$ cat src/verilog/lbha_consts.svh
// Constants for the local bus hold arbiter: request ranks, chain limits, latency.
`ifndef LBHA_CONSTS_SVH
`define LBHA_CONSTS_SVH

// ============================================================
// Request ranks, index 0 is the highest priority.
`define LBHA_NSRC         11
`define LBHA_SRC_EXEC_NP  4'h0
`define LBHA_SRC_REFRESH_STROBE     4'h1
`define LBHA_SRC_HOLD     4'h2
`define LBHA_SRC_STEP     4'h3
`define LBHA_SRC_NMI      4'h4
`define LBHA_SRC_IERR     4'h5
`define LBHA_SRC_HWINT    4'h6
`define LBHA_SRC_CPERR    4'h7
`define LBHA_SRC_DMA      4'h8
`define LBHA_SRC_EXEC     4'h9
`define LBHA_SRC_PREF     4'hA

// ============================================================
// Inseparable chains: a DMA transfer runs up to four cycles, an odd word two.
`define LBHA_DMA_CHAIN_MAX 3'h4
`define LBHA_ODD_CHAIN_MAX 3'h2

// Shortest hold latency in processor clocks, counted from the synchronised request.
`define LBHA_HOLD_LAT_CLK  2

`endif

$ cat src/verilog/lbha_pkg.sv
// Types shared by the local bus hold arbiter files.
`default_nettype none

package lbha_pkg;

  // Arbiter states, one-hot.
  typedef enum logic [3:0] {
    ST_OWN    = 4'b0001,
    ST_FLOAT  = 4'b0010,
    ST_HELD   = 4'b0100,
    ST_RFWAIT = 4'b1000
  } lbha_state_t;

  // Status of the running bus cycle, from the bus sequencer.
  typedef struct packed {
    logic cycleEnd;
    logic busReady;
    logic chained;
  } lbha_cyc_status_t;

  // Float controls for the local bus pins.
  typedef struct packed {
    logic floatCtrl;
    logic floatAddrData;
  } lbha_float_t;

endpackage : lbha_pkg

`default_nettype wire

$ cat src/verilog/lbha_arbiter.sv
// Local bus hold arbiter: hold handshake, bus float control and bus cycle ranking.
//
// Functional notes
// - Grant stays asserted as long as hold request stays active, normally.
// - Control, status, upper address and lock float one clock before grant.
// - Address/data lines and data enable float in the clock grant rises.
// - Idle bus: grant follows hold request after two clocks, the minimum latency.
// - No grant while the current cycle waits on not-ready.
// - No grant while the bus lock output is asserted.
// - Grant only after current cycle; never split an odd-aligned word pair.
// - Interrupt acknowledge cycles assert bus lock; grant waits until they finish.
// - Grant waits for DMA or refresh; DMA transfers of up to four cycles stay whole.
// - Refresh outranks hold; simultaneous requests run refresh first.
// - Refresh during hold drops grant; bus retaken only after request removal.
// - Request reasserted before refresh finishes gets the bus granted again afterwards.
// - Leaving hold with nothing pending keeps the bus floating unless idle or powerdown.
// - Eleven request sources ranked from non-pipelined execution down to prefetch.
// - Exchange and string cycles may be interleaved with other cycles.
// - Locked instruction cycles run unseparated by hold, DMA or refresh until the instruction ends.
// - Hold, DMA and refresh wait during a lock; interrupts are unaffected.
`timescale 1ns/1ps
`default_nettype none
`include "lbha_consts.svh"

module lbha_arbiter (
  input  wire logic                      clk_sys,
  input  wire logic                      reset,
  input  wire logic                      holdRequest,
  input  wire logic [`LBHA_NSRC-1:0]     cycleReq,
  input  wire lbha_pkg::lbha_cyc_status_t cycStatus,
  input  wire logic                      lockedInstr,
  input  wire logic                      idleOrPowerdown,
  output var  logic                      busGrantOut,
  output var  lbha_pkg::lbha_float_t     busFloat,
  output var  logic                      busLock,
  output var  logic                      interruptAckCycle,
  output var  logic [`LBHA_NSRC-1:0]     cycleGrant
);

  import lbha_pkg::*;

  lbha_state_t           state;
  logic                  holdSync;
  logic                  cycleActive;
  logic                  chainPending;
  logic [2:0]            chainCnt;
  logic [3:0]            curSrc;
  logic [`LBHA_NSRC-1:0] eligible;
  logic [3:0]            winner;
  logic                  anyReq;
  logic                  busFree;
  logic                  holdPick;
  logic                  issue;
  logic                  cycleDone;
  logic                  refreshNeed;
  logic [2:0]            chainMax;

  // ============================================================
  // Input synchronisation.
  // The pin comes from another master's clock, so two flops guard it.
  lbha_sync u_hold_sync (
    .clk_sys (clk_sys),
    .reset   (reset),
    .asyncIn (holdRequest),
    .syncOut (holdSync)
  );

  // ============================================================
  // Request masking and ranking.
  // A lock or an unfinished chain narrows who may compete for the bus.
  always_comb begin
    eligible                 = cycleReq;
    eligible[`LBHA_SRC_HOLD] = holdSync;
    if (lockedInstr || busLock) begin
      eligible[`LBHA_SRC_REFRESH_STROBE] = 1'b0;
      eligible[`LBHA_SRC_HOLD] = 1'b0;
      eligible[`LBHA_SRC_DMA]  = 1'b0;
    end
    if (chainPending) begin
      eligible = '0;
      eligible[curSrc] = cycleReq[curSrc];
    end
  end

  // Lowest index wins; exchange and string cycles are not chained, so others may cut in.
  always_comb begin
    winner = 4'h0;
    anyReq = 1'b0;
    for (int i = `LBHA_NSRC - 1; i >= 0; i--) begin
      if (eligible[i]) begin
        winner = i[3:0];
        anyReq = 1'b1;
      end
    end
  end

  // The bus is free once no cycle runs; a not-ready cycle keeps it busy.
  assign cycleDone   = cycleActive && cycStatus.cycleEnd && cycStatus.busReady;
  assign busFree     = (state == ST_OWN) && !cycleActive;
  assign holdPick    = busFree && anyReq && (winner == `LBHA_SRC_HOLD);
  assign issue       = busFree && anyReq && (winner != `LBHA_SRC_HOLD);
  assign refreshNeed = cycleReq[`LBHA_SRC_REFRESH_STROBE] && !lockedInstr;
  assign chainMax    = (curSrc == `LBHA_SRC_DMA) ? `LBHA_DMA_CHAIN_MAX : `LBHA_ODD_CHAIN_MAX;

  // ============================================================
  // Hold handshake state machine.
  always_ff @(posedge clk_sys) begin
    if (reset) begin
      state <= ST_OWN;
    end else begin
      unique case (state)
        ST_OWN: begin
          if (holdPick) begin
            state <= ST_FLOAT;
          end
        end
        ST_FLOAT: begin
          state <= ST_HELD;
        end
        ST_HELD: begin
          if (!holdSync) begin
            state <= ST_OWN;
          end else if (refreshNeed) begin
            state <= ST_RFWAIT;
          end
        end
        ST_RFWAIT: begin
          if (!holdSync) begin
            state <= ST_OWN;
          end
        end
      endcase
    end
  end

  // Grant output; it can be a one-clock pulse when refresh arrives right after.
  always_ff @(posedge clk_sys) begin
    if (reset) begin
      busGrantOut <= 1'b0;
    end else begin
      busGrantOut <= (state == ST_FLOAT) ||
                     ((state == ST_HELD) && holdSync && !refreshNeed);
    end
  end

  // ============================================================
  // Bus float control.
  // Floats persist after hold until a cycle starts or the bus is owned while idle or powerdown, to avoid driving a bus nobody needs.
  always_ff @(posedge clk_sys) begin
    if (reset) begin
      busFloat <= '0;
    end else if (holdPick) begin
      busFloat.floatCtrl <= 1'b1;
    end else if (state == ST_FLOAT) begin
      busFloat.floatAddrData <= 1'b1;
    end else if (issue || (state == ST_OWN && idleOrPowerdown)) begin
      busFloat <= '0;
    end
  end

  // ============================================================
  // Bus cycle issue and tracking.
  always_ff @(posedge clk_sys) begin
    if (reset) begin
      cycleGrant  <= '0;
      cycleActive <= 1'b0;
      curSrc      <= 4'h0;
    end else begin
      cycleGrant <= '0;
      if (issue) begin
        cycleGrant[winner] <= 1'b1;
        cycleActive        <= 1'b1;
        curSrc             <= winner;
      end else if (cycleDone) begin
        cycleActive <= 1'b0;
      end
    end
  end

  // Chain tracking keeps odd words and DMA transfers whole, bounded by the chain limit.
  always_ff @(posedge clk_sys) begin
    if (reset) begin
      chainPending <= 1'b0;
      chainCnt     <= 3'h0;
    end else if (cycleDone) begin
      if (cycStatus.chained && (chainCnt + 3'h2 <= chainMax)) begin
        chainPending <= 1'b1;
        chainCnt     <= chainCnt + 3'h1;
      end else begin
        chainPending <= 1'b0;
        chainCnt     <= 3'h0;
      end
    end else if (issue) begin
      chainPending <= 1'b0;
    end else if (chainPending && !cycleReq[curSrc]) begin
      // A requester that withdraws mid-chain would otherwise lock out every other source.
      chainPending <= 1'b0;
      chainCnt     <= 3'h0;
    end
  end

  // ============================================================
  // Lock and interrupt acknowledge outputs.
  always_ff @(posedge clk_sys) begin
    if (reset) begin
      busLock           <= 1'b0;
      interruptAckCycle <= 1'b0;
    end else begin
      interruptAckCycle <= (issue && winner == `LBHA_SRC_HWINT) ||
                           (interruptAckCycle && !cycleDone);
      busLock <= lockedInstr || (issue && winner == `LBHA_SRC_HWINT) ||
                 (interruptAckCycle && !cycleDone);
    end
  end
endmodule : lbha_arbiter

`default_nettype wire

$ cat src/verilog/lbha_sync.sv
// Two flip-flop synchroniser for one asynchronous level.
`timescale 1ns/1ps
`default_nettype none

module lbha_sync (
  input  wire logic clk_sys,
  input  wire logic reset,
  input  wire logic asyncIn,
  output var  logic syncOut
);

  logic stage1;

  // ============================================================
  // Only the second flop reads the first, so metastability settles there.
  always_ff @(posedge clk_sys) begin
    if (reset) begin
      stage1  <= 1'b0;
      syncOut <= 1'b0;
    end else begin
      stage1  <= asyncIn;
      syncOut <= stage1;
    end
  end

endmodule : lbha_sync

`default_nettype wire

$ cat config.mk
export PLATFORM = sky130hd
export DESIGN_NAME = lbha_arbiter
export DESIGN_NICKNAME = d
export VERILOG_FILES = /design/src/verilog/lbha_pkg.sv /design/src/verilog/lbha_arbiter.sv /design/src/verilog/lbha_sync.sv
export VERILOG_INCLUDE_DIRS = /design/src /design/src/verilog
export SDC_FILE = /design/constraint.sdc
export NUM_CORES = 1
export LEC_CHECK = 0
export BUFFER_PORTS_ARGS = -buffer_cell sky130_fd_sc_hd__buf_4
export CORE_AREA = 2 2 90 92
export CTS_BUF_LIST = sky130_fd_sc_hd__clkbuf_16
export DETAILED_ROUTE_END_ITERATION = 7
export DIE_AREA = 0 0 92 94
export MAX_ROUTING_LAYER = met4
export PLACE_DENSITY = 0.42
export SETUP_SLACK_MARGIN = 0.3
export SKIP_CTS_REPAIR_TIMING = 1
export SLEW_MARGIN = 20
export SYNTH_ARGS = -nofsm -noshare
export SYNTH_HDL_FRONTEND = slang
export SYNTH_SLANG_ARGS = --single-unit
$ cat constraint.sdc
create_clock -name clk_sys -period 2.05 [get_ports clk_sys]
set_input_delay 0.1025 -clock clk_sys [delete_from_list [all_inputs] [get_ports clk_sys]]
set_output_delay 0.1025 -clock clk_sys [all_outputs]
set_load 0.02 [all_outputs]
==> results list, run 1 <==
- Met3 wire len: 308 um
* Chip height: 94 um
- The design draws ~2.3 mW.
- In the global route stage, overall resource usage came out at approximately 13%.
* Pre-CTS setup slack: -0.283 ns
- HP Class: in -> reg
- CP Cell Sequence: mux4_2, nor4b_4, o21bai_4, o211ai_2, nand2_2, o31a_1, or3_1
* Critical-path maximum fanout: 4
* Sequential cell area: around 630 um^2
- Syn nets: around 220
* RePlAce Congestion: just under 0.8
* Antenna violation net count after detailed routing: 0
* Initial DRC count: about 120
- The worst path in the final design needs a cycle of 2.26 ns, including I/O delays and setup.
* Root buffer cell: sky130_fd_sc_hd__clkbuf_16
* Post-route DRC violation count: 0
* Via density: 4.63
- Setup repair after global routing could not meet its margin everywhere.
- Data required time of the worst path: about 2.2 ns
- Number of synthesis warnings: 0
- Synth cell types: 53
- Register bit total from synthesis: 31
* Power per standard cell area: between 800 and 900 nW/um^2
- The run finished, with violations left.
- Clock tree synthesis inserted a total of 5 buffers.
* IO Count: 35
- Across the routed clock network, the largest skew measured is around 0.0046 ns.
- The synthesized design contains 0 enable-type register cells.
- The floorplan step defined a core boundary enclosing 7610 um^2.
- Remaining global-route overflow: 0
- During placement, the flow inserted port buffers numbering 34.
- Synthesis produced roughly 200 cells.
* Met2 routed WL: about 2.5 mm
* Share of the clock period used by the worst path: 110%
- The longest clock path from root to sink contains 2 buffers.
- Largest vdd supply drop: ~430 uV
- Clock tree synthesis found a total of 31 sinks.
- The worst setup path is of the reg -> reg kind.
- The clock reaches the later pin of the worst-skew pair after approximately 0.27 ns.
- In the final routed layout, each cell accounts on average for between 10 and 15 um.
- The repair_antennas step left the layout with diodes totalling 0.
- Cells with a size suffix above 1 make up between 40% and 50% of the layout.
- Hold slack final: around 0.042 ns
- Met1 wire length: 2.52 mm
* HPWL Detailed: 3.98 mm
* Category of the worst setup path launch point: flip-flop
- Post-Syn Area: ~1700 um^2
- The via count of the first global-routing pass came to about 1700.
- Each instance of the synthesized netlist takes up on average 8.46 um^2.
* Nets: 308
- For this run, the top clock speed supported by timing is ~440 MHz.
- After synthesis, flip-flops and latches occupy between 30% and 40% of the total area.
* Leakage power total: 1.13 nW
* Overall die width: just over 90 um
- After detailed placement, the design holds a cell count of roughly 370.
- Entering global routing, the biggest net connects 26 pins.
* Multi-input combinational cell area: about 1200 um^2
- Max_cap viols: 0
- Final slew viol count: 0
* Setup ws final: -0.205 ns
- On the worst path, the slowest cell contributes a delay of 0.52 ns.
- Wire length of the first global-routing pass: between 8 and 9 mm
- Standard-cell row count: 32
- Number of standard cells in the layout, taps in and fillers out: ~390
* TritonRoute pass-1 iters: 4
- STA puts the critical path data arrival time at 2.41 ns.
- Violations in the final reports: setup timing
- Filler instances: 797
- Clock tree from TritonCTS: done
- Clock-pin slew on the worst setup and hold paths: about 0.050 ns
- On the critical path, the stage with the largest delay is an instance of sky130_fd_sc_hd__mux4_2.
- Element type at the critical path end: flip-flop
- The floorplan step defined a die boundary enclosing 8650 um^2.
- Effective utilization at floorplan: approximately 22%
* Final count of hold timing violations: 0
- Setup violations remaining at the end of the flow were counted as 21.
- Syn-to-layout area delta: 64.4%
- The highest layer touched by signal routing is met4.
- The H-tree was split into 2 levels.
- The routed design has around 5.4 mm of wire.
- Number of antenna violations at the first check in global routing: 0
- Across all layers, the routed design uses 1800 vias.
* Main flop type after synthesis: sky130_fd_sc_hd__dfxtp_1
- Fraction of synthesis flops using an asynchronous set or reset pin: 0%
final timing paths:
check                     startpoint             endpoint  slack, ns  cells after the start
setup reg to reg           curSrc[0]             state[0]      -0.21                      7
hold / removal           holdRequest   u_hold_sync.stage1       0.04                      2
hold reg to reg   u_hold_sync.stage1  u_hold_sync.syncOut       0.44                      1
setup / recovery           curSrc[0]             state[0]      -0.21                      7
logic make-up (layout without fill, tap and decap cells):
kind of cell	Yosys count	count (layout)	synth area share, %
DFF	31	31	36.3
xor gates and xnor gates	2	2	1.03
muxes	8	8	6.37
and+or+nand+nor	90	90	30.2
buffers and inverters	10	95	2.64
other	1	1	0.219
AOI/OAI and AO/OA	57	57	21.0
adders and majority gates	3	3	2.20
flip-flops by register name, summed over array words and instances (netlist names), 2 cells and up:
signal / count
chainCnt: 3
state: 4
busFloat: 2
curSrc: 4
cycleGrant: 11
layout make-up:
| cell class | instances | share of cell area [%] |
|---|---|---|
| inverter | 3 | 0.401 |
| clock inverter | 3 | 0.579 |
| timing repair buffer | 84 | 23.6 |
| multi-input combinational | 161 | 43.9 |
| sequential | 31 | 22.5 |
| clock buffer | 5 | 4.45 |
| tap | 102 | 4.54 |
power breakdown:
group	total, mW	leakage [nW]	internal, mW	switching [mW]
Clock	0.711	0.0710	0.442	0.269
Combinational	0.885	0.799	0.496	0.389
Sequential	0.730	0.255	0.661	0.0684
Total	2.33	1.13	1.60	0.726
metrics by stage:
| step | instance area [um^2] | setup TNS (ns) | util, % |
|---|---|---|---|
| finish | 2810 | -2.18 | 36.9 |
| global route | 2810 | -5.02 | 36.9 |
| CTS | 2560 | -2.99 | 33.7 |
| detailed placement | 2420 | -2.65 | 31.8 |
| global placement | 2420 | -2.46 | 31.8 |
| floorplan | 1760 | -0.0944 | - |
layout by cell type (no fill, tap or decap), drive strengths merged, types with 2 or more instances in the layout:
master	count
o21a	2
or3	5
o21bai	2
mux2	3
buf	84
or4	2
o22ai	4
mux2i	3
mux4	2
clkbuf	5
nor3b	5
ha	3
o21ai	18
nand2	11
nand3b	4
nor4bb	2
a21oi	15
nand2b	10
and3	2
nor2b	7
nor4b	2
nand3	7
o211ai	2
dfxtp	31
nor2	21
inv	4
nor3	8
o31a	2
synth_stat cells (2+ instances only):
library cell | number | area share [%]
sky130_fd_sc_hd__nand2_1 | 10 | 2.2
sky130_fd_sc_hd__nand2b_1 | 10 | 3.7
sky130_fd_sc_hd__o31a_1 | 2 | 1.0
sky130_fd_sc_hd__nor2_1 | 21 | 4.6
sky130_fd_sc_hd__and3_1 | 2 | 0.73
sky130_fd_sc_hd__inv_1 | 3 | 0.66
sky130_fd_sc_hd__or4_1 | 2 | 0.88
sky130_fd_sc_hd__o22ai_1 | 4 | 1.5
sky130_fd_sc_hd__o21ai_0 | 17 | 5.0
sky130_fd_sc_hd__nor3_1 | 7 | 2.0
sky130_fd_sc_hd__o21a_1 | 2 | 0.88
sky130_fd_sc_hd__mux2i_1 | 3 | 1.8
sky130_fd_sc_hd__nand3_1 | 7 | 2.0
sky130_fd_sc_hd__ha_1 | 3 | 2.2
sky130_fd_sc_hd__mux2_2 | 3 | 2.0
sky130_fd_sc_hd__nor4bb_1 | 2 | 1.2
sky130_fd_sc_hd__or3_1 | 5 | 1.8
sky130_fd_sc_hd__nor2b_1 | 7 | 2.6
sky130_fd_sc_hd__o21bai_1 | 2 | 0.88
sky130_fd_sc_hd__clkbuf_1 | 3 | 0.66
sky130_fd_sc_hd__nor3b_1 | 5 | 2.2
sky130_fd_sc_hd__dfxtp_1 | 31 | 36
sky130_fd_sc_hd__buf_2 | 3 | 0.88
sky130_fd_sc_hd__mux4_2 | 2 | 2.6
sky130_fd_sc_hd__nand3b_1 | 4 | 1.8
sky130_fd_sc_hd__a21oi_1 | 15 | 4.4
layer usage:
| metal | up-vias | track usage, % |
|---|---|---|
| li1 | 914 | - |
| met1 | 830 | 17.0 |
| met2 | 50 | 19.2 |
| met3 | 6 | 2.97 |
| met4 | 0 | 3.73 |
| met5 | - | - |
worst max-delay path, delay by kind of cell, from the launching register on:
family / cells / cell delay, ns
flops: 1 / 0.39
mux: 1 / 0.52
simple gates: 3 / 0.57
compound gates: 3 / 0.66
Note: power is estimated with default switching activity, not from simulation.
==> run 2, diff against run 1 <==
- PLACE_DENSITY: 0.42 -> unset
- PLACE_DENSITY_LB_ADDON: unset -> 0.3
==> run 2 against run 1 <==
Compared with the run above: the flow still finishes with violations (setup timing); largest power group is now the clock network; hold slack worse by 0.0049 ns; critical path depth up 4; first-iteration DRC count is 43% lower; critical path type unchanged; fmax is 1.7% higher; combinational power is 9.5% lower; total power grew 1.5%; critical endpoint is now chainCnt[0]; final cell count decreased by 2.6%.
==> results list, run 2 (same netlist as run 1, synthesis figures left out) <==
* HP Class: in -> reg
- Clock tree from TritonCTS: done
- Standard-cell row count: 32 (unchanged)
- TritonRoute pass-1 iters: 4 (unchanged)
- The detail-routed net length per standard cell came to 13.3 um (-3.5%).
- Worst hold endpoint: u_hold_sync.stage1
- Worst r2r dst: chainCnt[0]
- Clock-pin slew on the worst setup and hold paths: 0.05 ns (about the same)
* Most common cell after layout, fill and taps aside: sky130_fd_sc_hd__buf_4
- In the layout the commonest cells are sky130_fd_sc_hd__buf_4, sky130_fd_sc_hd__dfxtp_1, sky130_fd_sc_hd__nor2_1, sky130_fd_sc_hd__a21oi_1, sky130_fd_sc_hd__o21ai_0.
* Flip-flop count of the largest register, all copies and words added: 11 (unchanged)
* Registers with the most flip-flops: cycleGrant (11), curSrc (4), state (4)
* Final critical-path required period: 2.22 ns (-0.0386 ns)
- The wire length after detailed routing was 5.04 mm (-5.9%).
* Clk buf depth: 2 (unchanged)
* Via count of the first global-routing pass: 1701 (-2.1%)
- Critical-path maximum fanout: 13 (+9)
- The area taken by multi-input logic gates was 1270 um^2 (+2.6%).
- CP peak stage delay: 0.41 ns (-0.11 ns)
- The insertion delay of the later-clocked pin in the worst-skew pair is 0.27 ns (about the same).
* RePlAce Congestion: 0.833 (+6.2%)
* FF-to-FF path depth: 11 (+4)
- The H-tree level count is 2 (unchanged).
- Share of the clock period used by the worst path: 108% (-1.9 points)
- Largest vdd supply drop: 443 uV (+2.7%)
- The effective utilization at floorplan is 22.5% (unchanged).
- Count of final setup violators: 10 (-52%)
* Max Clk Rate: 451 MHz (+1.7%)
- Antenna violation net count after detailed routing: 0 (unchanged)
- The cell count after placement is 363 (-2.7%).
- The count of port buffers added during placement is 34 (unchanged).
- Setup repair after global routing could not meet its margin everywhere.
* Number of antenna violations at the first check in global routing: 0 (unchanged)
* Run status: finished with violations
- Root buffer cell: sky130_fd_sc_hd__clkbuf_16
* Clock sinks: 31 (unchanged)
* Initial DRC count: 69 (-43%)
- The static leakage came to 1.10 nW (-2.3%).
- The data arrival time of the critical path was 2.43 ns (+0.02 ns).
* Post-route DRC violation count: 0 (unchanged)
- The via count came to 1735 (-3.6%).
* Hold Path Depth: 2 (unchanged)
* Category of the worst setup path launch point: flip-flop
* Filler instances: 812 (+1.9%)
* Data required time of the worst path: 2.26 ns (+0.05 ns)
* Wire length of the first global-routing pass: 8.26 mm (-2.9%)
* Number of standard cells in the layout, taps in and fillers out: 379 (-2.6%)
- Share of final-layout standard cells stronger than drive strength 1: 49.1% (+1.7 points)
- The die span in x came to 92 um (unchanged).
- On the critical path, the stage with the largest delay is an instance of sky130_fd_sc_hd__or3b_4.
* Nets: 298 (-3.2%)
- Counting flops per register, the top entry is cycleGrant.
- IO Count: 35 (unchanged)
- The global-route usage over all layers was 12.3% (-0.35 points).
- The placed wire-length estimate is 3.76 mm (-5.5%).
- The signal on the critical path passes through buf_12, or2_4, or3b_4, ha_4, nand2_2, o22ai_2, nand3_2, buf_6, nor2_2, a21oi_1, nor2_1.
- Via density: 4.58 (-1.1%)
- Worst rel slew slack: about 66%
- Chip height: 94 um (unchanged)
* Setup ws final: -0.167 ns (+0.0386 ns)
- Hold slack final: 0.0368 ns (-0.00491 ns)
- Max_cap viols: 0 (unchanged)
* Syn-to-layout area delta: 63.3%
- Die footprint: 8650 um^2 (unchanged)
* Sequential cell area: 637 um^2 (+0.59%)
- At the pin with the least slew margin, the transition time is 0.504 ns.
* Register-to-Register Setup Slack: -0.17 ns (+0.04 ns)
- The number of antenna repair diodes was 0 (unchanged).
- Category of the most critical setup path: reg -> reg
- The worst setup path is captured at a flip-flop.
- Final count of hold timing violations: 0 (unchanged)
* Remaining global-route overflow: 0 (unchanged)
* Final slew viol count: 0 (unchanged)
- Core Footprint: 7610 um^2 (unchanged)
* Setup clock skew after layout: 0.00166 ns (-0.00289 ns)
* Maximum number of pins on one net before global-route repair: 26 (unchanged)
* Worst R2R Start: curSrc[0]
- Inserted Clock Buffers: 5 (unchanged)
* Power per standard cell area: 846 nW/um^2 (+2.2%)
- The worst hold path begins at holdRequest.
- The final reports fail on setup timing.
run 2: cell count changes in the layout (fill, tap and decap cells not counted), moves of 3 or more:
cell / delta
sky130_fd_sc_hd__o21ai_2: +3
sky130_fd_sc_hd__buf_4: -10
sky130_fd_sc_hd__inv_1: -3
sky130_fd_sc_hd__dfxtp_2: -3
run 2: worst max-delay path, delay by kind of cell, from the launching register on:
kind,cells,cell delay [ns]
AND/OR/NAND/NOR,6,1.02
AO/OA/AOI/OAI,2,0.21
adder cells (fa/ha/maj),1,0.29
buffers and inverters,2,0.27
flip-flops,1,0.35
run 2: cell type report:
cell class	instances	area share [%]
clock buffers	5	4.48
multi-input cells	161	45.4
repair buffers	74	20.9
clock inverters	3	1.39
well taps	102	4.57
inverters	3	0.404
flip-flops and latches	31	22.8
run 2: worst max path at each step:
stage / cells past startpoint / slack (ns) / to / start
floorplan: 7 / -0.09 / state[0] / curSrc[0]
global placement: 8 / -0.18 / busLock / curSrc[0]
detailed placement: 10 / -0.21 / chainCnt[2] / curSrc[0]
CTS: 8 / -0.22 / busLock / chainPending
global route: 11 / -0.29 / chainCnt[0] / curSrc[0]
finish: 11 / -0.17 / chainCnt[0] / curSrc[0]
run 2: power breakdown:
| part | switching [mW] | internal (mW) | leakage [nW] |
|---|---|---|---|
| Sequential | 0.0787 | 0.661 | 0.256 |
| Clock | 0.254 | 0.565 | 0.0812 |
| Combinational | 0.371 | 0.431 | 0.763 |
| Total | 0.703 | 1.66 | 1.10 |
run 2: metal layers:
layer  up-vias  GRT usage (%)  routed length, um
met5         -              -                  0
li1        894              -                  -
met1       802           15.7               2370
met4         0           3.36                 56
met2        32           19.9               2440
met3         7           2.73                177
run 2: through the flow:
| step | area [um^2] | total power [mW] | utilization [%] | worst slack [ns] | TNS [ns] |
|---|---|---|---|---|---|
| after floorplan | 1760 | 1.11 | - | -0.0865 | -0.0944 |
| after global placement | 2340 | 1.41 | 30.8 | -0.175 | -1.27 |
| after detailed placement | 2340 | 1.41 | 30.8 | -0.209 | -1.70 |
| after CTS | 2510 | 2.23 | 33.0 | -0.218 | -1.95 |
| after global routing | 2790 | 2.49 | 36.7 | -0.287 | -2.73 |
| final | 2790 | 2.36 | 36.7 | -0.167 | -1.21 |
==> run 3, diff against run 2 <==
- SETUP_SLACK_MARGIN: 0.3 -> unset
==> run 3 against run 2 <==
Compared with the run above: the flow still finishes with violations (setup timing); critical endpoint is now state[0]; first-iteration DRC count up 42%; register-to-register slack worse by 0.03 ns; clock power down 17%; design area down 3.5%; global-route usage down 0.11 points; core utilization down 1.3 points; clock skew up 0.0044 ns; largest power group is now combinational logic; largest cell class unchanged; sequential cell count unchanged; non-clock buffer count up 6; final cell count up 1.3%.
==> results list, run 3 (same netlist as run 1, synthesis figures left out) <==
* Chip height: 94 um (unchanged)
* Max_cap viols: 0 (unchanged)
- The final weighted congestion of routability-driven global placement was 0.884 (+6.1%).
* Count of final setup violators: 20 (+10)
* Register-to-Register Setup Slack: -0.19 ns (-0.03 ns)
- The worst hold path belongs to the class in -> reg.
* Final critical-path required period: 2.24 ns (+0.0259 ns)
- Flip-flop count of the largest register, all copies and words added: 11 (unchanged)
* Category of the worst setup path launch point: flip-flop
- The placeable core area came to 7610 um^2 (unchanged).
* Final design instance area without fill: 2690 um^2 (-3.5%)
* Worst R2R Start: curSrc[0]
* Via density: 4.70 (+2.7%)
- RSZ-0062 raised after global routing: yes
* Clock tree from TritonCTS: done
- The critical path is of the reg -> reg type.
* Final count of hold timing violations: 0 (unchanged)
- In this run the clock root is driven by a sky130_fd_sc_hd__clkbuf_16.
* Antenna violation net count after detailed routing: 0 (unchanged)
- Clock sinks: 31 (unchanged)
- Power per standard cell area: 828 nW/um^2 (-2.1%)
- Dpl cells: 365 (+0.55%)
* Number of inserted diodes: 0 (unchanged)
* Post-route DRC violation count: 0 (unchanged)
- The placed wire-length estimate was 3.77 mm (+0.19%).
- The number of fill cells is 820 (+0.99%).
- Die footprint: 8650 um^2 (unchanged)
- The worst hold slack after final layout is 0.0361 ns (-0.000680 ns).
- Initial DRC count: 98 (+42%)
* Via count of the first global-routing pass: 1679 (-1.3%)
- The count of placed standard cells in the final layout, fillers left out was 384 (+1.3%).
- Insertion delay of the later-clocked pin in the worst-skew pair: 0.27 ns (about the same)
- The count of pins over their slew limit is 0 (unchanged).
- Most frequent cells in the layout: sky130_fd_sc_hd__buf_4, sky130_fd_sc_hd__dfxtp_1, sky130_fd_sc_hd__nor2_1, sky130_fd_sc_hd__o21ai_0, sky130_fd_sc_hd__a21oi_1
* Max Clk Rate: 446 MHz (-1.2%)
* Worst r2r dst: state[0]
- Clk buf depth: 2 (unchanged)
* Inserted Clock Buffers: 5 (unchanged)
- The data arrival time of the critical path was 2.40 ns (-0.03 ns).
- Count of vias placed by the detailed router: 1805 (+4.0%)
- FF-to-FF path depth: 7 (-4)
- Standard-cell row count: 32 (unchanged)
- Leaving out fill and tap cells, the most frequent cell in the layout is sky130_fd_sc_hd__buf_4.
- The clock transition time at the flip-flop clock pins of the worst setup and hold paths came to 0.05 ns (about the same).
- The initial antenna violation count came to 0 (unchanged).
- The detail-routed net length per standard cell was 13.3 um (+0.24%).
* Effective utilization at floorplan: 22.5% (unchanged)
* Total global routing track utilization: 12.2% (-0.11 points)
* Critical path endpoint: state[0]
* Setup ws final: -0.193 ns (-0.0259 ns)
- From synthesis to final layout, the design area changed by 57.5%.
* Wire length of the first global-routing pass: 8.11 mm (-1.8%)
* IO Count: 35 (unchanged)
- The sum of overflow across all layers after global routing is 0 (unchanged).
* Share of the clock period used by the worst path: 109% (+1.3 points)
- The die span in x is 92 um (unchanged).
* Register with the highest flop count: cycleGrant
- The maximum fanout count along the critical path is 5 (-8).
* Data required time of the worst path: 2.21 ns (-0.05 ns)
- The ratio of cells with drive above 1 in the final layout was 44.3% (-4.8 points).
- The static leakage came to 1.09 nW (-1.1%).
- Multi-input combinational cell area: 1180 um^2 (-7.1%)
- Violations in the final reports: setup timing
- The count of port buffers added during placement was 34 (unchanged).
- The flip-flop and latch area was 629 um^2 (-1.2%).
* Nets: 304 (+2.0%)
- The critical path starts at curSrc[0].
* Element type at the critical path end: flip-flop
* TritonRoute pass-1 iters: 4 (unchanged)
- The H-tree level count came to 2 (unchanged).
- In the final layout, the registers with the most flip-flops are cycleGrant (11), curSrc (4), state (4).
* Dpl cell area: 2330 um^2 (-0.75%)
* Run status: finished with violations
* Hold Path Depth: 2 (unchanged)
* Largest vdd supply drop: 333 uV (-25%)
- Wire length after detailed routing: 5.12 mm (+1.6%)
- The largest clock skew in the final design came to 0.00601 ns (+0.00435 ns).
* Maximum number of pins on one net before global-route repair: 26 (unchanged)
* Final-layout setup total negative slack: -2.30 ns (-1.09 ns)
==> run 3: cell types whose count changed in the layout (fill, tap and decap cells not counted), sizes merged <==
cell,before,now
buf,74,79
bufinv,1,0
clkbuf,5,6
==> run 3: cell type report <==
type                       count  area share, %
tap                          102           4.74
sequential                    31           23.4
multi-input combinational    161           43.7
inverter                       3          0.418
timing repair buffer          80           22.8
clock inverter                 2          0.325
clock buffer                   5           4.65
==> run 3: critical path, stage by stage (launching register included) <==
cell	delay (ns)
sky130_fd_sc_hd__dfxtp_4	0.37
sky130_fd_sc_hd__mux4_2	0.52
sky130_fd_sc_hd__nor4b_4	0.15
sky130_fd_sc_hd__nor3_2	0.23
sky130_fd_sc_hd__and2b_2	0.23
sky130_fd_sc_hd__o21ai_4	0.07
sky130_fd_sc_hd__o31a_1	0.25
sky130_fd_sc_hd__or3_1	0.30
==> run 3: routing by layer <==
layer / wire (um) / global-route usage [%]
met2: 2400 / 19.4
met4: 71 / 4.48
met3: 222 / 2.73
met5: 0 / -
met1: 2420 / 15.4
==> run 3: stage by stage <==
stage	worst slack (ns)	total power [mW]	utilization, %
2_1_floorplan	-0.0926	1.09	-
3_3_place_gp	-0.165	1.41	30.6
3_5_place_dp	-0.226	1.41	30.6
4_1_cts	-0.224	2.10	32.4
5_1_grt	-0.277	2.35	35.4
6_report	-0.193	2.23	35.4
==> run 3: worst min-delay path by stage <==
stage | start | endpoint | slack (ns)
2_1_floorplan | holdRequest | u_hold_sync.stage1 | 0.23
3_3_place_gp | holdRequest | u_hold_sync.stage1 | 0.32
3_5_place_dp | holdRequest | u_hold_sync.stage1 | 0.32
4_1_cts | holdRequest | u_hold_sync.stage1 | 0.03
5_1_grt | holdRequest | u_hold_sync.stage1 | 0.04
6_report | holdRequest | u_hold_sync.stage1 | 0.04
==> run 3: where the power goes <==
| part | switching, mW | internal, mW | total, mW | leakage, nW |
|---|---|---|---|---|
| combinational | 0.380 | 0.444 | 0.824 | 0.766 |
| sequential | 0.0658 | 0.662 | 0.728 | 0.254 |
| clock | 0.243 | 0.435 | 0.678 | 0.0671 |
| total | 0.688 | 1.54 | 2.23 | 1.09 |
